**src/hw/crank_cond_pkg.sv**
```systemverilog
// shared constants and types for the crank sensor conditioner control
package crank_cond_pkg;

  // register indices within each register space
  localparam logic [3:0] RUN_IDX      = 4'hb;
  localparam logic [3:0] AUTO_IDX     = 4'hc;
  localparam logic [3:0] MISC_IDX     = 4'hd;
  localparam logic [3:0] CRANK_IDX    = 4'hd;
  localparam logic [3:0] STAT_IDX     = 4'hb;

  // values after reset
  localparam logic [7:0] RUN_RST      = 8'h53;
  localparam logic [7:0] AUTO_RST     = 8'h21;
  localparam logic [7:0] MISC_RST     = 8'h00;
  localparam logic [7:0] CRANK_RST    = 8'h00;
  localparam logic [3:0] PEAK_RST     = 4'h0;

  // status field positions
  localparam int         PEAK_LSB     = 4;
  localparam int         HI_CLAMP_BIT = 2;
  localparam int         LO_CLAMP_BIT = 1;

  // ladder top and decay interval bias
  localparam logic [3:0] THR_MAX      = 4'hf;
  localparam logic [4:0] MANT_BIAS    = 5'h10;

  // filter shares of the last pulse period: 1/128 and 1/32 per code step
  localparam int         GLITCH_SHIFT = 7;
  localparam int         BLANK_SHIFT  = 5;
  localparam int         PERIOD_W     = 20;
  localparam int         SYNC_W       = 20;

  typedef enum logic [1:0] {SPACE_CFG, SPACE_CTL, SPACE_STAT} reg_space_t;

  // miscellaneous configuration, bit 7 first
  typedef struct packed {
    logic auto_mode;
    logic conditioner_off;
    logic spare;
    logic low_ref;
    logic edge_filter_enable;
    logic single_ended_select;
    logic invert;
    logic mid_reference_detach;
  } misc_t;

  typedef struct packed {
    logic [3:0] thr;
    logic [3:0] blank;
  } param_t;

  typedef struct packed {
    logic [3:0] mant;
    logic [3:0] expo;
  } auto_t;

endpackage

```
**src/hw/sync2.sv**
```systemverilog
// two-flop synchroniser for a bundle of level inputs
`timescale 1ns/1ns
module sync2 import crank_cond_pkg::*;
#(
  parameter int W = SYNC_W
)
(
  // clock and reset
  input  wire logic         clk,
  input  wire logic         rst_n,
  // levels
  input  wire logic [W-1:0] d_async,
  output logic      [W-1:0] q_sync
);

  logic [W-1:0] meta_r;

  // first stage feeds only the second stage
  always_ff @(posedge clk)
  begin
    if (!rst_n)
    begin
      meta_r <= '0;
      q_sync <= '0;
    end
    else
    begin
      meta_r <= d_async;
      q_sync <= meta_r;
    end
  end

endmodule // sync2

```
**src/hw/thr_decay.sv**
```systemverilog
// automatic mode threshold decay stepper
`timescale 1ns/1ns
module thr_decay import crank_cond_pkg::*;
(
  // clock and reset
  input  wire logic       clk,
  input  wire logic       rst_n,
  // control
  input  wire logic       zc_load,
  input  wire auto_t      timing,
  input  wire logic [3:0] floor_code,
  // result
  output logic      [3:0] code_r
);

  logic [PERIOD_W-1:0] tick_cnt_r;
  logic [PERIOD_W-1:0] interval;
  logic                tick;

  // interval is (16 + mantissa) shifted by exponent, in clocks; 31 << 15 still fits the counter
  assign interval = (PERIOD_W'(MANT_BIAS) + PERIOD_W'(timing.mant)) << timing.expo;
  // counter runs 0 .. interval-1, so one step lasts exactly interval clocks
  assign tick     = (tick_cnt_r >= interval - PERIOD_W'(1));

  // interval counter restarts at each zero crossing and each step
  always_ff @(posedge clk)
  begin
    if (!rst_n || zc_load || tick)
      tick_cnt_r <= '0;
    else
      tick_cnt_r <= tick_cnt_r + 1'b1;
  end

  // jump to ceiling, then walk down to the chosen level
  always_ff @(posedge clk)
  begin
    if (!rst_n)
      code_r <= THR_MAX;
    else if (zc_load)
      code_r <= THR_MAX;
    else if (code_r < floor_code)
      code_r <= floor_code;
    else if (tick && code_r > floor_code)
      code_r <= code_r - 1'b1;
  end
endmodule // thr_decay

```
**src/hw/crank_sensor_conditioner_ctrl.sv**
```systemverilog
// control and status logic of the crank sensor input conditioner
// Behaviour
// - misc bit 7 picks manual (0) or automatic (1) threshold selection.
// - manual mode holds threshold at the chosen (cranking, or running if cranking is zero) parameter code.
// - automatic mode jumps threshold to the top code at each zero crossing.
// - threshold then decays to the chosen code, timed by automatic parameters.
// - conditioner-off bit shuts the conditioner; reset value keeps it active.
// - pulse reference 0 times high pulses, 1 times low pulses.
// - enabled edge filters reject edges shorter than about 1% of period.
// - misc bit 3 enables edge filters; resets to 0, disabled.
// - single-ended bit grounds negative input; default differential.
// - invert bit swaps positive and negative inputs.
// - detach bit disconnects internal mid reference; default connected.
// - positive peak digitised into status bits 7 to 4.
// - peak code follows the sixteen step threshold ladder.
// - peak field holds last peak; zero after power-on, soft reset or a lobe that passes no ladder step above 0.
// - two clamp flags show high and low clamp reached.
// - all-zero cranking register selects running register values.
// - parameter bits 7-4 are threshold code, 3-0 blanking code.
`timescale 1ns/1ns
module crank_sensor_conditioner_ctrl import crank_cond_pkg::*;
(
  // clock and reset
  input  wire logic       clk,
  input  wire logic       rst_n,
  input  wire logic       soft_reset,
  // register access
  input  wire logic       reg_wr_en,
  input  wire reg_space_t reg_space,
  input  wire logic [3:0] reg_idx,
  input  wire logic [7:0] reg_wdata,
  output logic      [7:0] reg_rdata,
  // analog front end comparators
  input  wire logic       sensor_sign_raw,
  input  wire logic       thr_cmp_raw,
  input  wire logic [15:0] peak_ladder_raw,
  input  wire logic       high_clamp_raw,
  input  wire logic       low_clamp_raw,
  // analog front end controls
  output logic [3:0]      threshold_code,
  output logic            conditioner_off,
  output logic            single_ended_select,
  output logic            mid_reference_detach,
  output logic            inputs_swapped,
  // conditioned pulse to the host
  output logic            cond_out
);

  param_t  run_r;
  auto_t   auto_r;
  misc_t   misc_r;
  param_t  crank_r;
  param_t  chosen;
  logic    init;
  logic [SYNC_W-1:0] sync_q;
  logic    sign_s;
  logic    thr_s;
  logic [15:0] ladder_s;
  logic    hi_clamp_s;
  logic    lo_clamp_s;
  logic    sign_d_r;
  logic    zc_evt;
  logic [3:0] decay_code;
  logic [3:0] thr_code_r;
  logic [3:0] peak_track_r;
  logic [3:0] peak_code_r;
  logic [3:0] ladder_code;
  logic    hi_flag_r;
  logic    lo_flag_r;
  logic    cand;
  logic    filt_r;
  logic    filt_d_r;
  logic [PERIOD_W-1:0] glitch_cnt_r;
  logic [PERIOD_W-1:0] blank_cnt_r;
  logic [PERIOD_W-1:0] per_cnt_r;
  logic [PERIOD_W-1:0] period_r;
  logic [PERIOD_W-1:0] glitch_len;
  logic [PERIOD_W-1:0] blank_len;
  logic    pulse_lvl;
  logic    pulse_d_r;
  logic    out_r;
  logic [7:0] rdata_nxt;

  // power-on and soft reset act alike on all state except the input synchroniser, which only power-on clears
  assign init = !rst_n || soft_reset;

  // configuration and control registers
  always_ff @(posedge clk)
  begin
    if (init)
    begin
      run_r   <= RUN_RST;
      auto_r  <= AUTO_RST;
      misc_r  <= MISC_RST;
      crank_r <= CRANK_RST;
    end
    else if (reg_wr_en)
    begin
      if (reg_space == SPACE_CFG && reg_idx == RUN_IDX)
        run_r <= reg_wdata;
      if (reg_space == SPACE_CFG && reg_idx == AUTO_IDX)
        auto_r <= reg_wdata;
      if (reg_space == SPACE_CFG && reg_idx == MISC_IDX)
        misc_r <= reg_wdata;
      if (reg_space == SPACE_CTL && reg_idx == CRANK_IDX)
        crank_r <= reg_wdata;
    end
  end

  // cranking set wins unless it is all zero
  assign chosen = (crank_r == '0) ? run_r : crank_r;

  // every analog comparator is asynchronous to clk
  sync2 #(.W(SYNC_W)) u_sync (
    .clk     (clk),
    .rst_n   (rst_n),
    .d_async ({sensor_sign_raw, thr_cmp_raw, peak_ladder_raw, high_clamp_raw, low_clamp_raw}),
    .q_sync  (sync_q)
  );

  // swapping inputs inverts the sign seen by all functions
  assign sign_s     = sync_q[19] ^ misc_r.invert;
  assign thr_s      = sync_q[18];
  assign ladder_s   = sync_q[17:2];
  assign hi_clamp_s = misc_r.invert ? sync_q[0] : sync_q[1];
  assign lo_clamp_s = misc_r.invert ? sync_q[1] : sync_q[0];

  // zero crossing ends the positive lobe
  always_ff @(posedge clk)
  begin
    if (init)
      sign_d_r <= 1'b0;
    else
      sign_d_r <= sign_s;
  end
  assign zc_evt = sign_d_r && !sign_s && !misc_r.conditioner_off;

  // automatic decay from the ceiling down to the chosen level
  thr_decay u_decay (
    .clk        (clk),
    .rst_n      (!init),
    .zc_load    (zc_evt),
    .timing     (auto_r),
    .floor_code (chosen.thr),
    .code_r     (decay_code)
  );

  // comparator threshold: fixed in manual mode, decaying in automatic
  always_ff @(posedge clk)
  begin
    if (init)
      thr_code_r <= RUN_RST[7:4];
    else if (misc_r.auto_mode)
      thr_code_r <= decay_code;
    else
      thr_code_r <= chosen.thr;
  end

  // highest ladder step passed, same ladder as the threshold
  always_comb
  begin
    ladder_code = PEAK_RST;
    for (int k = 1; k < 16; k++)
      if (ladder_s[k])
        ladder_code = 4'(k);
  end

  // track the lobe maximum and publish it at the zero crossing
  always_ff @(posedge clk)
  begin
    if (init)
    begin
      peak_track_r <= PEAK_RST;
      peak_code_r  <= PEAK_RST;
    end
    else if (zc_evt)
    begin
      peak_code_r  <= peak_track_r;
      peak_track_r <= PEAK_RST;
    end
    else if (sign_s && ladder_code > peak_track_r)
      peak_track_r <= ladder_code;
  end

  // clamp flags follow the clamp comparators
  always_ff @(posedge clk)
  begin
    if (init)
    begin
      hi_flag_r <= 1'b0;
      lo_flag_r <= 1'b0;
    end
    else
    begin
      hi_flag_r <= hi_clamp_s;
      lo_flag_r <= lo_clamp_s;
    end
  end

  // filter and blanking lengths scale with the last period
  assign glitch_len = period_r >> GLITCH_SHIFT;
  assign blank_len  = PERIOD_W'((period_r >> BLANK_SHIFT) * chosen.blank);
  assign cand       = thr_s && sign_s;

  // accept a new level only once it has held for the filter length
  always_ff @(posedge clk)
  begin
    if (init)
    begin
      filt_r       <= 1'b0;
      glitch_cnt_r <= '0;
    end
    else if (cand == filt_r || blank_cnt_r != '0)
      glitch_cnt_r <= '0;
    else if (!misc_r.edge_filter_enable || glitch_cnt_r >= glitch_len)
    begin
      filt_r       <= cand;
      glitch_cnt_r <= '0;
    end
    else
      glitch_cnt_r <= glitch_cnt_r + 1'b1;
  end

  // one-shot blanking after each accepted edge
  always_ff @(posedge clk)
  begin
    if (init)
    begin
      filt_d_r    <= 1'b0;
      blank_cnt_r <= '0;
    end
    else
    begin
      filt_d_r <= filt_r;
      if (filt_d_r != filt_r)
        blank_cnt_r <= blank_len;
      else if (blank_cnt_r != '0)
        blank_cnt_r <= blank_cnt_r - 1'b1;
    end
  end

  // timed pulse level follows the chosen reference polarity
  assign pulse_lvl = filt_r ^ misc_r.low_ref;

  // period between rising pulse edges; saturates on a stalled wheel
  always_ff @(posedge clk)
  begin
    if (init)
    begin
      pulse_d_r <= 1'b0;
      per_cnt_r <= '0;
      period_r  <= '0;
    end
    else
    begin
      pulse_d_r <= pulse_lvl;
      if (pulse_lvl && !pulse_d_r)
      begin
        period_r  <= per_cnt_r;
        per_cnt_r <= '0;
      end
      else if (per_cnt_r != '1)
        per_cnt_r <= per_cnt_r + 1'b1;
    end
  end

  // conditioned output held low while the conditioner is off
  always_ff @(posedge clk)
  begin
    if (init)
      out_r <= 1'b0;
    else
      out_r <= pulse_lvl && !misc_r.conditioner_off;
  end

  // register readback; unused status bits and unknown indices read zero
  always_comb
  begin
    rdata_nxt = 8'h00;
    unique case (reg_space)
      SPACE_CFG:
      begin
        if (reg_idx == RUN_IDX)
          rdata_nxt = run_r;
        else if (reg_idx == AUTO_IDX)
          rdata_nxt = auto_r;
        else if (reg_idx == MISC_IDX)
          rdata_nxt = misc_r;
      end
      SPACE_CTL:
        if (reg_idx == CRANK_IDX)
          rdata_nxt = crank_r;
      SPACE_STAT:
        if (reg_idx == STAT_IDX)
        begin
          rdata_nxt[PEAK_LSB+:4]   = peak_code_r;
          rdata_nxt[HI_CLAMP_BIT] = hi_flag_r;
          rdata_nxt[LO_CLAMP_BIT] = lo_flag_r;
        end
      default:
        rdata_nxt = 8'h00;
    endcase
  end

  // registered read data, one cycle after the address
  always_ff @(posedge clk)
  begin
    if (init)
      reg_rdata <= 8'h00;
    else
      reg_rdata <= rdata_nxt;
  end

  // front end controls straight from the configuration bits; threshold code from its own register
  assign threshold_code       = thr_code_r;
  assign conditioner_off      = misc_r.conditioner_off;
  assign single_ended_select  = misc_r.single_ended_select;
  assign mid_reference_detach = misc_r.mid_reference_detach;
  assign inputs_swapped       = misc_r.invert;
  assign cond_out             = out_r;
endmodule // crank_sensor_conditioner_ctrl

```
**config.mk**
```make
export PLATFORM = sky130hd
export DESIGN_NAME = crank_sensor_conditioner_ctrl
export DESIGN_NICKNAME = d
export VERILOG_FILES = /design/src/hw/crank_cond_pkg.sv /design/src/hw/sync2.sv /design/src/hw/thr_decay.sv /design/src/hw/crank_sensor_conditioner_ctrl.sv
export SDC_FILE = /design/constraint.sdc
export NUM_CORES = 1
export LEC_CHECK = 0
export ABC_AREA = 1
export BUFFER_PORTS_ARGS = -buffer_cell sky130_fd_sc_hd__buf_2
export CORE_MARGIN = 5
export CORE_UTILIZATION = 62
export DETAILED_ROUTE_END_ITERATION = 10
export GPL_ROUTABILITY_DRIVEN = 0
export PLACE_DENSITY = 0.77
export SLEW_MARGIN = 0
export SYNTH_ARGS = -nofsm -noshare
export SYNTH_HDL_FRONTEND = slang
export SYNTH_SLANG_ARGS = --single-unit
export TNS_END_PERCENT = 20
```
**constraint.sdc**
```tcl
create_clock -name clk -period 4.8 [get_ports clk]
set_input_delay 0.48 -clock clk [delete_from_list [all_inputs] [get_ports clk]]
set_output_delay 0.48 -clock clk [all_outputs]
set_load 0.1 [all_outputs]
```
[Word level (Yosys, flattened, before mapping)]
Cells that the tools add are included.
Operators by class
  add/sub/neg operators: 7
  multipliers: 1
  divide/modulo/power cells: 0
  $lt $le $gt $ge: 5
  equal/unequal tests: 8
  shift operators: 1
  mux-type cells: 33
  bitwise gates (word level): 3
  reductions and logical operators: 34
Operators with widths (count)
  $mux W4: 18
  $add A20 B1 Y20 const B: 3
  $mux W20: 2
  $mux W8: 5
  $sub A20 B1 Y20 const B: 2
  $ge A20 B13 Y1: 1
  $ge A20 B20 Y1: 1
  $ne A20 B20 Y1 const B: 1
  $reduce_bool A20 Y1: 1
  $shl A20 B4 Y20: 1
  $mul A15 B4 Y19: 1
  $eq A4 B4 Y1 const B: 3
  $pmux W4 S3: 1
  $logic_and A1 B1 Y1: 11
  $reduce_and A2 Y1: 5
  $gt A4 B4 Y1: 2
  $logic_not A8 Y1: 1
  $add A5 B4 Y6 const A: 1
  $pmux W2 S3: 1
  $logic_not A1 Y1: 5
  $logic_or A1 B1 Y1: 5
  $lt A4 B4 Y1: 1
  $pmux W1 S2: 2
  $reduce_bool A2 Y1: 2
  12 further kinds: 16
Word-level totals
  flip-flop bits (word level): 203
  latch bits: 0
  bits in writable memories: 0
  ROM bits: 0
  output and inout port bits: 17
  logic and storage cells: 125
  memories: 0

[Depth between registers and ports, before layout]
Gate-level depths: netlist of the first run.
  depth after elaboration: 17
  depth in mapped cells: 26
  mapped depth without buffers: 25

[Cells and area by module]
From an unflattened synthesis of the first run, not the netlist that was laid out.
Second synthesis, totals
  cell total of the unflattened synthesis: 1754
  area, all modules: 12338.1 µm²
Modules (own cells, without submodules)
  crank_sensor_conditioner_ctrl: times used 1, cells each 1185, area each 8336.7 µm²
  thr_decay: times used 1, cells each 445, area each 2855.2 µm²
  sync2: times used 1, cells each 124, area each 1146.1 µm²

[Worst setup path after synthesis of the first run]
OpenSTA, ideal clock, no wires.
  path kind: reg-to-reg
  start point: reg crank_r[3] in the netlist's numbering
  end point: reg blank_cnt_r[18]
  library setup time: 133 ps
  arrival: 3772 ps
  data required time: 4667 ps
  slack: 896 ps
  cell stages (with the launch flop): 22
  buffers on the path: 0
  period minus slack after synthesis: 3904 ps
  cell sequence: dfxtp_1 -> nor2_1 -> nand4_1 -> nor3_2 -> a21oi_2 -> inv_1 -> nand2_1 -> fa_1 -> inv_1 -> fa_1 -> inv_1 -> fa_1 -> inv_1 -> nand3_1 -> nand2_1 -> a21oi_1 -> o21ai_0 -> nand3_1 -> nand2_1 -> nand2_1 -> nand2_1 -> a21oi_1
On the way
  cells in the longest elaborated chain, start to end: 4
Ends and longest elaborated chain
  start, declared: RTL line crank_sensor_conditioner_ctrl.sv:52  | param_t crank_r;
  start signal, assigned: RTL line crank_sensor_conditioner_ctrl.sv:106  | crank_r <= reg_wdata;
  $logic_not A8 Y1: RTL line crank_sensor_conditioner_ctrl.sv:111  | assign chosen = (crank_r == '0) ? run_r : crank_r;
  $mux W8 *: RTL line crank_sensor_conditioner_ctrl.sv:111
  $mul A15 B4 Y19 *: RTL line crank_sensor_conditioner_ctrl.sv:202  | assign blank_len = PERIOD_W'((period_r >> BLANK_SHIFT) * chosen.blank);
  $mux W20 *: RTL line crank_sensor_conditioner_ctrl.sv:235  | if (filt_d_r != filt_r)
  end signal, assigned: RTL line crank_sensor_conditioner_ctrl.sv:236  | blank_cnt_r <= blank_len;
  end signal, assigned: RTL line crank_sensor_conditioner_ctrl.sv:238  | blank_cnt_r <= blank_cnt_r - 1'b1;
  end, declared: RTL line crank_sensor_conditioner_ctrl.sv:74  | logic [PERIOD_W-1:0] blank_cnt_r;
Mark *: on every way between the ends. The rest lies on a longest branch, timed or not.
A chain may end at the register's enable or synchronous reset.

[Worst setup path in the final report of the first run]
Same ends and word-level chain as after synthesis.

==> impl_metrics.env, run 1 <==
export IMPL_relSlewSlack=0.431
export IMPL_ys_seq_elements=196
export IMPL_cts_made_buffers=17
export IMPL_arrival_ns=4.70
export IMPL_path_max_fanout=10
export IMPL_cpMaxStageDelayCell="fa_1"
export IMPL_grt_pass1_vias=9636
export IMPL_std_cell_rows=50
export IMPL_hp_class="input pin to register"
export IMPL_p_total_mw=4.41
export IMPL_worstPathCellList="nor2_1, nand4_1, nor3_2, a21oi_2, inv_1, nand2_1, fa_1, inv_1, fa_1, inv_1, fa_1, inv_1, nand3_1, nand2_1, a21oi_1, o21ai_0, nand3_1, nand2_1, nand2_1, nand2_1, a21oi_1"
export IMPL_drive_gt1_frac=0.0861
export IMPL_cp_common_cell="nand2_1"
export IMPL_final_util=0.684
export IMPL_dieHeight_um=147
export IMPL_nNetsFinal=1817
export IMPL_postRouteWirelength_um=25900
export IMPL_port_buffers=53
export IMPL_initial_core_util=0.626
export IMPL_slew_viol_final=0
export IMPL_critical_path_class="register to register"
export IMPL_fin_area_sq_um=12700
export IMPL_cts_sinks=196
export IMPL_tightestPinTransition_ns=0.851
export IMPL_nFillCells=1593
export IMPL_clk_latency_ns=0.44
export IMPL_routed_via_count=10301
export IMPL_avgViaCountPerCell=5.34
export IMPL_htree_levels=4
export IMPL_postSynthAreaPerCell_sq_um=7.11
export IMPL_power_density_nw_per_um2=347
export IMPL_dr_wl_met2_um=12400
export IMPL_ant_nets=0
export IMPL_hold_ws_ns=0.212
export IMPL_pin_count=55
export IMPL_clk_pin_slew_worst_paths_ns=0.08
export IMPL_cp_start_kind="register"
export IMPL_grt_start_max_net_pins=54
export IMPL_period_minus_slack_ns=4.40
export IMPL_fp_dieArea_sq_um=21600
export IMPL_cts_buffer_depth=2
export IMPL_placedInstanceArea_sq_um=12100
export IMPL_fin_ws_ns=0.405
export IMPL_placedCellCount=1898
export IMPL_cts_root_buf="clkbuf_16"
export IMPL_power_leakage_nw=5.94
export IMPL_critPathMaxStageDelay_ns=0.55
export IMPL_cp_startpoint="crank_r[3]"
export IMPL_fin_cells=1930
export IMPL_ys_seq_area_frac=0.338
export IMPL_p_int_mw=2.84
export IMPL_hold_violations=0
export IMPL_crit_path_end_kind="register"
export IMPL_synth_area_sq_um=11600
export IMPL_r2r_start="crank_r[3]"
export IMPL_cts_tree="built"
export IMPL_synth_cells=1636
export IMPL_p_sw_mw=1.56
export IMPL_synthFlopType="dfxtp_1"
export IMPL_period_share=0.916
export IMPL_synth_edf_count=0
export IMPL_combPwrFrac=0.259
export IMPL_cts_resized=0
export IMPL_worst_clock_skew_ns=0.00950
export IMPL_die_x_um=147
export IMPL_highest_layer="met5"
export IMPL_clkPwrFrac=0.335
export IMPL_irDropWorstVdd_v=0.000291
export IMPL_synth_cell_type_count=56
export IMPL_path_delay_family="adder cells"
export IMPL_p_sw_frac=0.355
export IMPL_drcViolationCount=0
export IMPL_postCtsHoldBufs=0
export IMPL_grt_setup_unrepaired="no"
export IMPL_tns_ns=0
export IMPL_drv_cap=0
export IMPL_grt_overflow=0
export IMPL_crit_buf_inv=4
export IMPL_status="completed"
export IMPL_setup_viol=0
export IMPL_cts_setup_buffers=0
export IMPL_post_drt_wl_per_cell_um=13.4
export IMPL_pre_cts_ws_ns=0.456
export IMPL_wl_met3_um=1420
export IMPL_cp_required_ns=5.10
export IMPL_hpwl_um=19700
export IMPL_core_sq_um=18600
export IMPL_drtPass1Iterations=5
export IMPL_met1_length_um=11800
export IMPL_area_growth_syn_to_layout_pct=9.28
export IMPL_min_from="peak_ladder_raw[6]"
export IMPL_antenna_cells=0
export IMPL_grt_pass1_wl_um=44500
export IMPL_async_reset_ff_frac=0
export IMPL_yosysWarnings=0
export IMPL_antenna_found_initial=2
export IMPL_seq_power_share=0.406
export IMPL_drtIter0Drc=717
export IMPL_track_usage=0.245
export IMPL_timing_fmax_mhz=228
path summary, 6_finish.rpt:
kind	cells past startpoint	to	slack, ns
setup / recovery	21	blank_cnt_r[18]	0.40
hold / removal	3	u_sync.meta_r[8]	0.21
setup reg to reg	21	blank_cnt_r[18]	0.40
hold reg to reg	2	u_sync.q_sync[10]	0.42
cell families (layout without fill, tap and decap cells):
family,count (synthesis),after routing,share of synthesized area
adders and majority gates,96,96,0.120
buffers and inverters,278,333,0.0917
muxes,1,1,0.000861
and+or+nand+nor,737,737,0.275
xor gates and xnor gates,64,64,0.0482
other,1,6,0.000323
AOI/OAI and AO/OA,263,263,0.126
DFF,196,196,0.338
placed cells by master (no fill, tap or decap), drive strengths merged, types with 25 or more instances in the layout:
cell type  netlist  final
o21ai          102    102
buf             12     56
ha              70     70
a21oi          112    112
xnor2           26     26
nor3            27     27
nand2          325    325
nand3           93     93
nor2           231    231
nand4           25     25
xor2            38     38
dfxtp          196    196
inv            243    252
fa              26     26
cell usage after synthesis, drive strengths merged (3+ instances only):
library cell | instances | area share
nand4 | 25 | 0.013
inv | 243 | 0.079
xnor2 | 26 | 0.020
nor3b | 3 | 0.0019
a31oi | 6 | 0.0032
a211oi | 4 | 0.0026
a21oi | 112 | 0.049
nand2 | 325 | 0.11
a21o | 3 | 0.0019
xor2 | 38 | 0.029
clkbuf | 21 | 0.0068
o21bai | 3 | 0.0019
buf | 12 | 0.0056
nand3b | 7 | 0.0045
o211ai | 12 | 0.0077
nor4 | 9 | 0.0048
ha | 70 | 0.075
o21ai | 102 | 0.044
or2 | 11 | 0.0059
o221ai | 3 | 0.0023
nand3 | 93 | 0.042
a21boi | 4 | 0.0026
a221oi | 6 | 0.0045
nor2 | 231 | 0.079
dfxtp | 196 | 0.34
nor3 | 27 | 0.014
fa | 26 | 0.045
metal layers:
| metal | up-vias | global-route usage |
|---|---|---|
| li1 | 5361 | - |
| met1 | 4652 | 0.319 |
| met2 | 252 | 0.425 |
| met3 | 32 | 0.0432 |
| met4 | 4 | 0.0568 |
| met5 | - | 0 |
cell type report:
type,count,area (sq um),share of cell area
tap,234,293,0.0230
timing repair buffer,56,288,0.0227
clock inverter,15,193,0.0152
clock buffer,17,425,0.0335
inverter,245,922,0.0726
multi-input combinational,1167,6660,0.524
sequential,196,3920,0.309
tightest hold or removal path, delay by kind of cell:
kind	cells	cell delay (ns)
buf+inv	2	0.11
simple gates	1	0.04
sequential cells by signal, summed over array words and instances (netlist names), 8 cells and up:
register and count:
glitch_cnt_r 20, u_sync.q_sync 19, per_cnt_r 20, u_sync.meta_r 19, reg_rdata 8, run_r 8
crank_r 8, u_decay.tick_cnt_r 20, auto_r 8, blank_cnt_r 20, period_r 15
power by group through the flow:
stage / logic (mW) / clock network (mW) / registers (mW)
global route: 1.28 / 1.56 / 1.80
finish: 1.14 / 1.48 / 1.79
CTS: 1.13 / 1.49 / 1.79
floorplan: 0.861 / 0 / 1.81
global placement: 1.09 / 0 / 1.82
detailed placement: 1.12 / 0 / 1.83
Note: power is estimated with default switching activity, not from simulation.
==> run 2, diff against run 1 <==
--- a/config.mk
+++ b/config.mk
@@ -7,11 +7,13 @@
 export LEC_CHECK = 0
 export ABC_AREA = 1
 export BUFFER_PORTS_ARGS = -buffer_cell sky130_fd_sc_hd__buf_2
+export CELL_PAD_IN_SITES_DETAIL_PLACEMENT = 0
+export CELL_PAD_IN_SITES_GLOBAL_PLACEMENT = 1
 export CORE_MARGIN = 5
-export CORE_UTILIZATION = 62
+export CORE_UTILIZATION = 46
 export DETAILED_ROUTE_END_ITERATION = 10
 export GPL_ROUTABILITY_DRIVEN = 0
-export PLACE_DENSITY = 0.77
+export PLACE_DENSITY = 0.78
 export SLEW_MARGIN = 0
 export SYNTH_ARGS = -nofsm -noshare
 export SYNTH_HDL_FRONTEND = slang
==> run 2 against run 1 <==
Wire length is 5.8% higher. Total power is 0.12% lower. Core utilization is 17 points lower. Fmax hardly changed. Clock skew is 0.013 ns higher. Largest power group unchanged. Combinational power hardly changed. Via count is 1.6% lower. Critical endpoint unchanged. Non-clock buffer count is 3 higher.
==> impl_metrics.env, run 2 (same netlist as run 1, synthesis figures left out) <==
export IMPL_drive_gt1_frac=0.0877
export IMPL_hpwl_um=20900
export IMPL_postCtsHoldBufs=0
export IMPL_pre_cts_ws_ns=0.435
export IMPL_drtIter0Drc=509
export IMPL_grt_pass1_vias=9457
export IMPL_antenna_found_initial=3
export IMPL_std_cell_rows=58
export IMPL_crit_cells=21
export IMPL_rr_worst_depth=21
export IMPL_fin_ws_ns=0.402
export IMPL_cts_setup_buffers=0
export IMPL_p_total_mw=4.40
export IMPL_drcViolationCount=0
export IMPL_cts_buffer_depth=2
export IMPL_seq_power_share=0.407
export IMPL_clk_latency_ns=0.45
export IMPL_initial_core_util=0.464
export IMPL_arrival_ns=4.70
export IMPL_relSlewSlack=0.418
export IMPL_worstPathCellList="nor2_1, nand4_1, nor3_2, a21oi_2, inv_1, nand2_1, fa_1, inv_1, fa_1, inv_1, fa_1, inv_1, nand3_1, nand2_1, a21oi_1, o21ai_0, nand3_1, nand2_1, nand2_1, nand2_1, a21oi_1"
export IMPL_routed_via_count=10138
export IMPL_final_util=0.513
export IMPL_p_int_mw=2.84
export IMPL_power_density_nw_per_um2=342
export IMPL_worstHoldPathCells=3
export IMPL_htree_levels=4
export IMPL_dieHeight_um=169
export IMPL_drtPass1Iterations=5
export IMPL_period_share=0.916
export IMPL_worst_clock_skew_ns=0.0222
export IMPL_cts_resized=0
export IMPL_p_sw_frac=0.355
export IMPL_placedInstanceArea_sq_um=12200
export IMPL_placedCellCount=1997
export IMPL_track_usage=0.194
export IMPL_core_sq_um=25000
export IMPL_fin_area_sq_um=12800
export IMPL_crit_path_end_kind="register"
export IMPL_slew_viol_final=0
export IMPL_tightestPinTransition_ns=0.870
export IMPL_antenna_cells=0
export IMPL_path_max_fanout=10
export IMPL_status="completed"
export IMPL_die_x_um=169
export IMPL_nFillCells=2509
export IMPL_postRouteWirelength_um=27400
export IMPL_power_leakage_nw=5.96
export IMPL_combPwrFrac=0.258
export IMPL_post_drt_wl_per_cell_um=13.5
export IMPL_grt_overflow=0
export IMPL_final_cell_mix="319 x nand2_1, 232 x inv_1, 211 x nor2_1, 196 x dfxtp_1, 109 x a21oi_1"
export IMPL_fp_dieArea_sq_um=28600
export IMPL_crit_buf_inv=4
export IMPL_grt_setup_unrepaired="no"
export IMPL_cp_required_ns=5.10
export IMPL_p_sw_mw=1.56
export IMPL_cp_common_cell="nand2_1"
export IMPL_clkPwrFrac=0.336
export IMPL_avgViaCountPerCell=5.00
export IMPL_period_minus_slack_ns=4.40
export IMPL_port_buffers=53
export IMPL_cts_tree="built"
export IMPL_cts_root_buf="clkbuf_16"
export IMPL_grt_start_max_net_pins=55
export IMPL_cts_made_buffers=17
export IMPL_timing_fmax_mhz=227
export IMPL_ant_nets=0
export IMPL_pin_count=55
export IMPL_cts_sinks=196
export IMPL_clk_pin_slew_worst_paths_ns=0.08
export IMPL_hp_class="input pin to register"
export IMPL_fin_cells=2029
export IMPL_area_growth_syn_to_layout_pct=10.5
export IMPL_hold_ws_ns=0.211
export IMPL_hold_violations=0
export IMPL_tns_ns=0
export IMPL_grt_pass1_wl_um=45800
export IMPL_nNetsFinal=1820
export IMPL_path_delay_family="adder cells"
export IMPL_critPathMaxStageDelay_ns=0.56
export IMPL_critical_path_class="register to register"
export IMPL_final_common_cell="nand2_1"
export IMPL_cpMaxStageDelayCell="fa_1"
export IMPL_cp_start_kind="register"
export IMPL_drv_cap=0
export IMPL_irDropWorstVdd_v=0.000300
export IMPL_setup_viol=0
-- run 2: routing by layer --
metal | track usage | vias up | wire, um
met4 | 0.0550 | 6 | 502
met5 | 0 | - | 29
met1 | 0.263 | 4569 | 13500
met3 | 0.0325 | 38 | 952
met2 | 0.320 | 155 | 12500
li1 | - | 5370 | -
-- run 2: final cells by class --
cell class                      instances  area [sq um]  share of cell area
Sequential cell                       196          3920               0.305
Clock buffer                           17           425              0.0331
Inverter                              245           922              0.0718
Clock inverter                         15           195              0.0152
Tap cell                              330           413              0.0321
Timing Repair Buffer                   59           310              0.0242
Multi-Input combinational cell       1167          6660               0.518
-- run 2: worst register-to-register path, stage by stage, from the launching register on --
cell	delay, ns
dfxtp_1	0.35
nor2_1	0.14
nand4_1	0.18
nor3_2	0.43
a21oi_2	0.25
inv_1	0.13
nand2_1	0.08
fa_1	0.53
inv_1	0.06
fa_1	0.56
inv_1	0.06
fa_1	0.43
inv_1	0.10
nand3_1	0.07
nand2_1	0.13
a21oi_1	0.11
o21ai_0	0.26
nand3_1	0.14
nand2_1	0.09
nand2_1	0.04
nand2_1	0.06
a21oi_1	0.06
-- run 2: power by group through the flow --
stage | clock network [mW] | registers, mW | logic, mW
after floorplan | 0 | 1.81 | 0.861
after global placement | 0 | 1.83 | 1.13
after detailed placement | 0 | 1.83 | 1.13
after CTS | 1.52 | 1.79 | 1.14
after global routing | 1.59 | 1.80 | 1.28
final | 1.48 | 1.79 | 1.13
-- run 2: worst paths after layout --
| path | start | end | slack (ns) |
|---|---|---|---|
| max reg2reg | crank_r[3] | blank_cnt_r[18] | 0.40 |
| max | crank_r[3] | blank_cnt_r[18] | 0.40 |
| min | peak_ladder_raw[6] | u_sync.meta_r[8] | 0.21 |
| min reg2reg | u_sync.meta_r[5] | u_sync.q_sync[5] | 0.42 |
==> run 3, diff against run 2 <==
--- a/config.mk
+++ b/config.mk
@@ -10,10 +10,11 @@
 export CELL_PAD_IN_SITES_DETAIL_PLACEMENT = 0
 export CELL_PAD_IN_SITES_GLOBAL_PLACEMENT = 1
 export CORE_MARGIN = 5
-export CORE_UTILIZATION = 46
+export CORE_UTILIZATION = 47
+export CTS_BUF_LIST = sky130_fd_sc_hd__clkbuf_8
 export DETAILED_ROUTE_END_ITERATION = 10
 export GPL_ROUTABILITY_DRIVEN = 0
-export PLACE_DENSITY = 0.78
+export PLACE_DENSITY = 0.8
 export SLEW_MARGIN = 0
 export SYNTH_ARGS = -nofsm -noshare
 export SYNTH_HDL_FRONTEND = slang
==> run 3 against run 2 <==
Clock power shrank 24%. Fmax is essentially flat. Clock skew shrank 0.0025 ns. Combinational power is essentially flat. Non-clock buffer count is the same.
==> impl_metrics.env, run 3 (same netlist as run 1, synthesis figures left out) <==
export IMPL_clk_latency_ns=0.49
export IMPL_grt_setup_unrepaired="no"
export IMPL_hp_class="input pin to register"
export IMPL_ant_nets=0
export IMPL_port_buffers=53
export IMPL_area_growth_syn_to_layout_pct=8.86
export IMPL_hpwl_um=21200
export IMPL_drtIter0Drc=586
export IMPL_core_sq_um=24300
export IMPL_cp_startpoint="crank_r[3]"
export IMPL_cts_sinks=196
export IMPL_die_x_um=167
export IMPL_std_cell_rows=57
export IMPL_final_util=0.520
export IMPL_power_leakage_nw=5.87
export IMPL_nNetsFinal=1820
export IMPL_grt_overflow=0
export IMPL_cts_root_buf="clkbuf_8"
export IMPL_grt_pass1_wl_um=46300
export IMPL_grt_pass1_vias=9562
export IMPL_grt_start_max_net_pins=55
export IMPL_post_drt_wl_per_cell_um=13.6
export IMPL_avgViaCountPerCell=4.95
export IMPL_r2r_start="crank_r[3]"
export IMPL_worst_clock_skew_ns=0.0197
export IMPL_routed_via_count=10021
export IMPL_power_density_nw_per_um2=319
export IMPL_postRouteWirelength_um=27400
export IMPL_drcViolationCount=0
export IMPL_cts_made_buffers=17
export IMPL_path_max_fanout=6
export IMPL_antenna_found_initial=2
export IMPL_setup_viol=0
export IMPL_pin_count=55
export IMPL_drv_cap=0
export IMPL_placedInstanceArea_sq_um=12200
export IMPL_relSlewSlack=0.402
export IMPL_fp_dieArea_sq_um=28000
export IMPL_hold_violations=0
export IMPL_cts_resized=0
export IMPL_cts_setup_buffers=0
export IMPL_crit_path_end_kind="register"
export IMPL_drtPass1Iterations=5
export IMPL_final_cell_mix="319 x nand2_1, 232 x inv_1, 211 x nor2_1, 196 x dfxtp_1, 109 x a21oi_1"
export IMPL_fin_area_sq_um=12700
export IMPL_tightestPinTransition_ns=0.894
export IMPL_antenna_cells=0
export IMPL_timing_fmax_mhz=227
export IMPL_r2r_setup_slack_ns=0.40
export IMPL_cts_buffer_depth=2
export IMPL_final_common_cell="nand2_1"
export IMPL_drive_gt1_frac=0.0877
export IMPL_clk_pin_slew_worst_paths_ns=0.12
export IMPL_htree_levels=4
export IMPL_status="completed"
export IMPL_irDropWorstVdd_v=0.000181
export IMPL_postCtsHoldBufs=0
export IMPL_cts_tree="built"
export IMPL_slew_viol_final=0
export IMPL_placedCellCount=1991
export IMPL_cp_start_kind="register"
export IMPL_initial_core_util=0.478
export IMPL_arrival_ns=4.77
export IMPL_track_usage=0.197
export IMPL_tns_ns=0
export IMPL_fin_cells=2023
export IMPL_dieHeight_um=167
export IMPL_period_share=0.916
export IMPL_min_from="peak_ladder_raw[3]"
export IMPL_period_minus_slack_ns=4.40
export IMPL_cp_required_ns=5.17
export IMPL_critical_path_class="register to register"
[run 3: cell types whose count changed in the layout (fill, tap and decap cells not counted)]
cell        delta
clkinv_2       -1
clkinv_8       +1
clkinvlp_4     +1
inv_8          -2
clkinv_4       +1
clkbuf_16     -17
clkbuf_8      +17
[run 3: layout make-up]
type	instances	area [sq um]
clock buffer	17	234
sequential	196	3920
tap	324	405
clock inverter	15	200
timing repair buffer	59	310
inverter	245	922
multi-input combinational	1167	6660
fill	2457	11700
[run 3: critical path: stages (launching register included)]
cell     delay (ns)
dfxtp_1        0.36
nor2_1         0.14
nand4_1        0.18
nor3_2         0.40
a21oi_2        0.11
inv_1          0.19
nand2_1        0.11
fa_1           0.56
inv_1          0.06
fa_1           0.55
inv_1          0.06
fa_1           0.44
inv_1          0.11
nand3_1        0.08
nand2_1        0.13
a21oi_1        0.10
o21ai_0        0.28
nand3_1        0.14
nand2_1        0.10
nand2_1        0.05
nand2_1        0.06
a21oi_1        0.07
[run 3: stage by stage]
stage	hold WS [ns]	power [mW]	setup WS, ns
after floorplan	0.390	2.68	0.896
after global placement	0.395	2.95	0.482
after detailed placement	0.395	2.96	0.400
after CTS	0.147	4.09	0.373
after global routing	0.140	4.32	0.0487
final	0.164	4.04	0.401
[run 3: path summary, 6_finish.rpt]
kind	endpoint	cells past startpoint
worst max-delay path	blank_cnt_r[18]	21
worst min-delay path	u_sync.meta_r[5]	3
worst max register to register	blank_cnt_r[18]	21
worst min register to register	u_sync.q_sync[19]	2
[run 3: per-layer routing]
metal	GRT usage	up-vias	part of all wire
met3	0.0323	30	0.038
met1	0.264	4476	0.49
met2	0.334	139	0.46
met5	0	-	0.00098
met4	0.0473	4	0.015
li1	-	5372	-
[run 3: where the power goes]
group	switching (mW)	internal [mW]	total, mW	leakage, nW
Clock	0.719	0.410	1.13	0.209
Sequential	0.0681	1.72	1.79	1.59
Combinational	0.723	0.400	1.12	4.07
Total	1.51	2.53	4.04	5.87
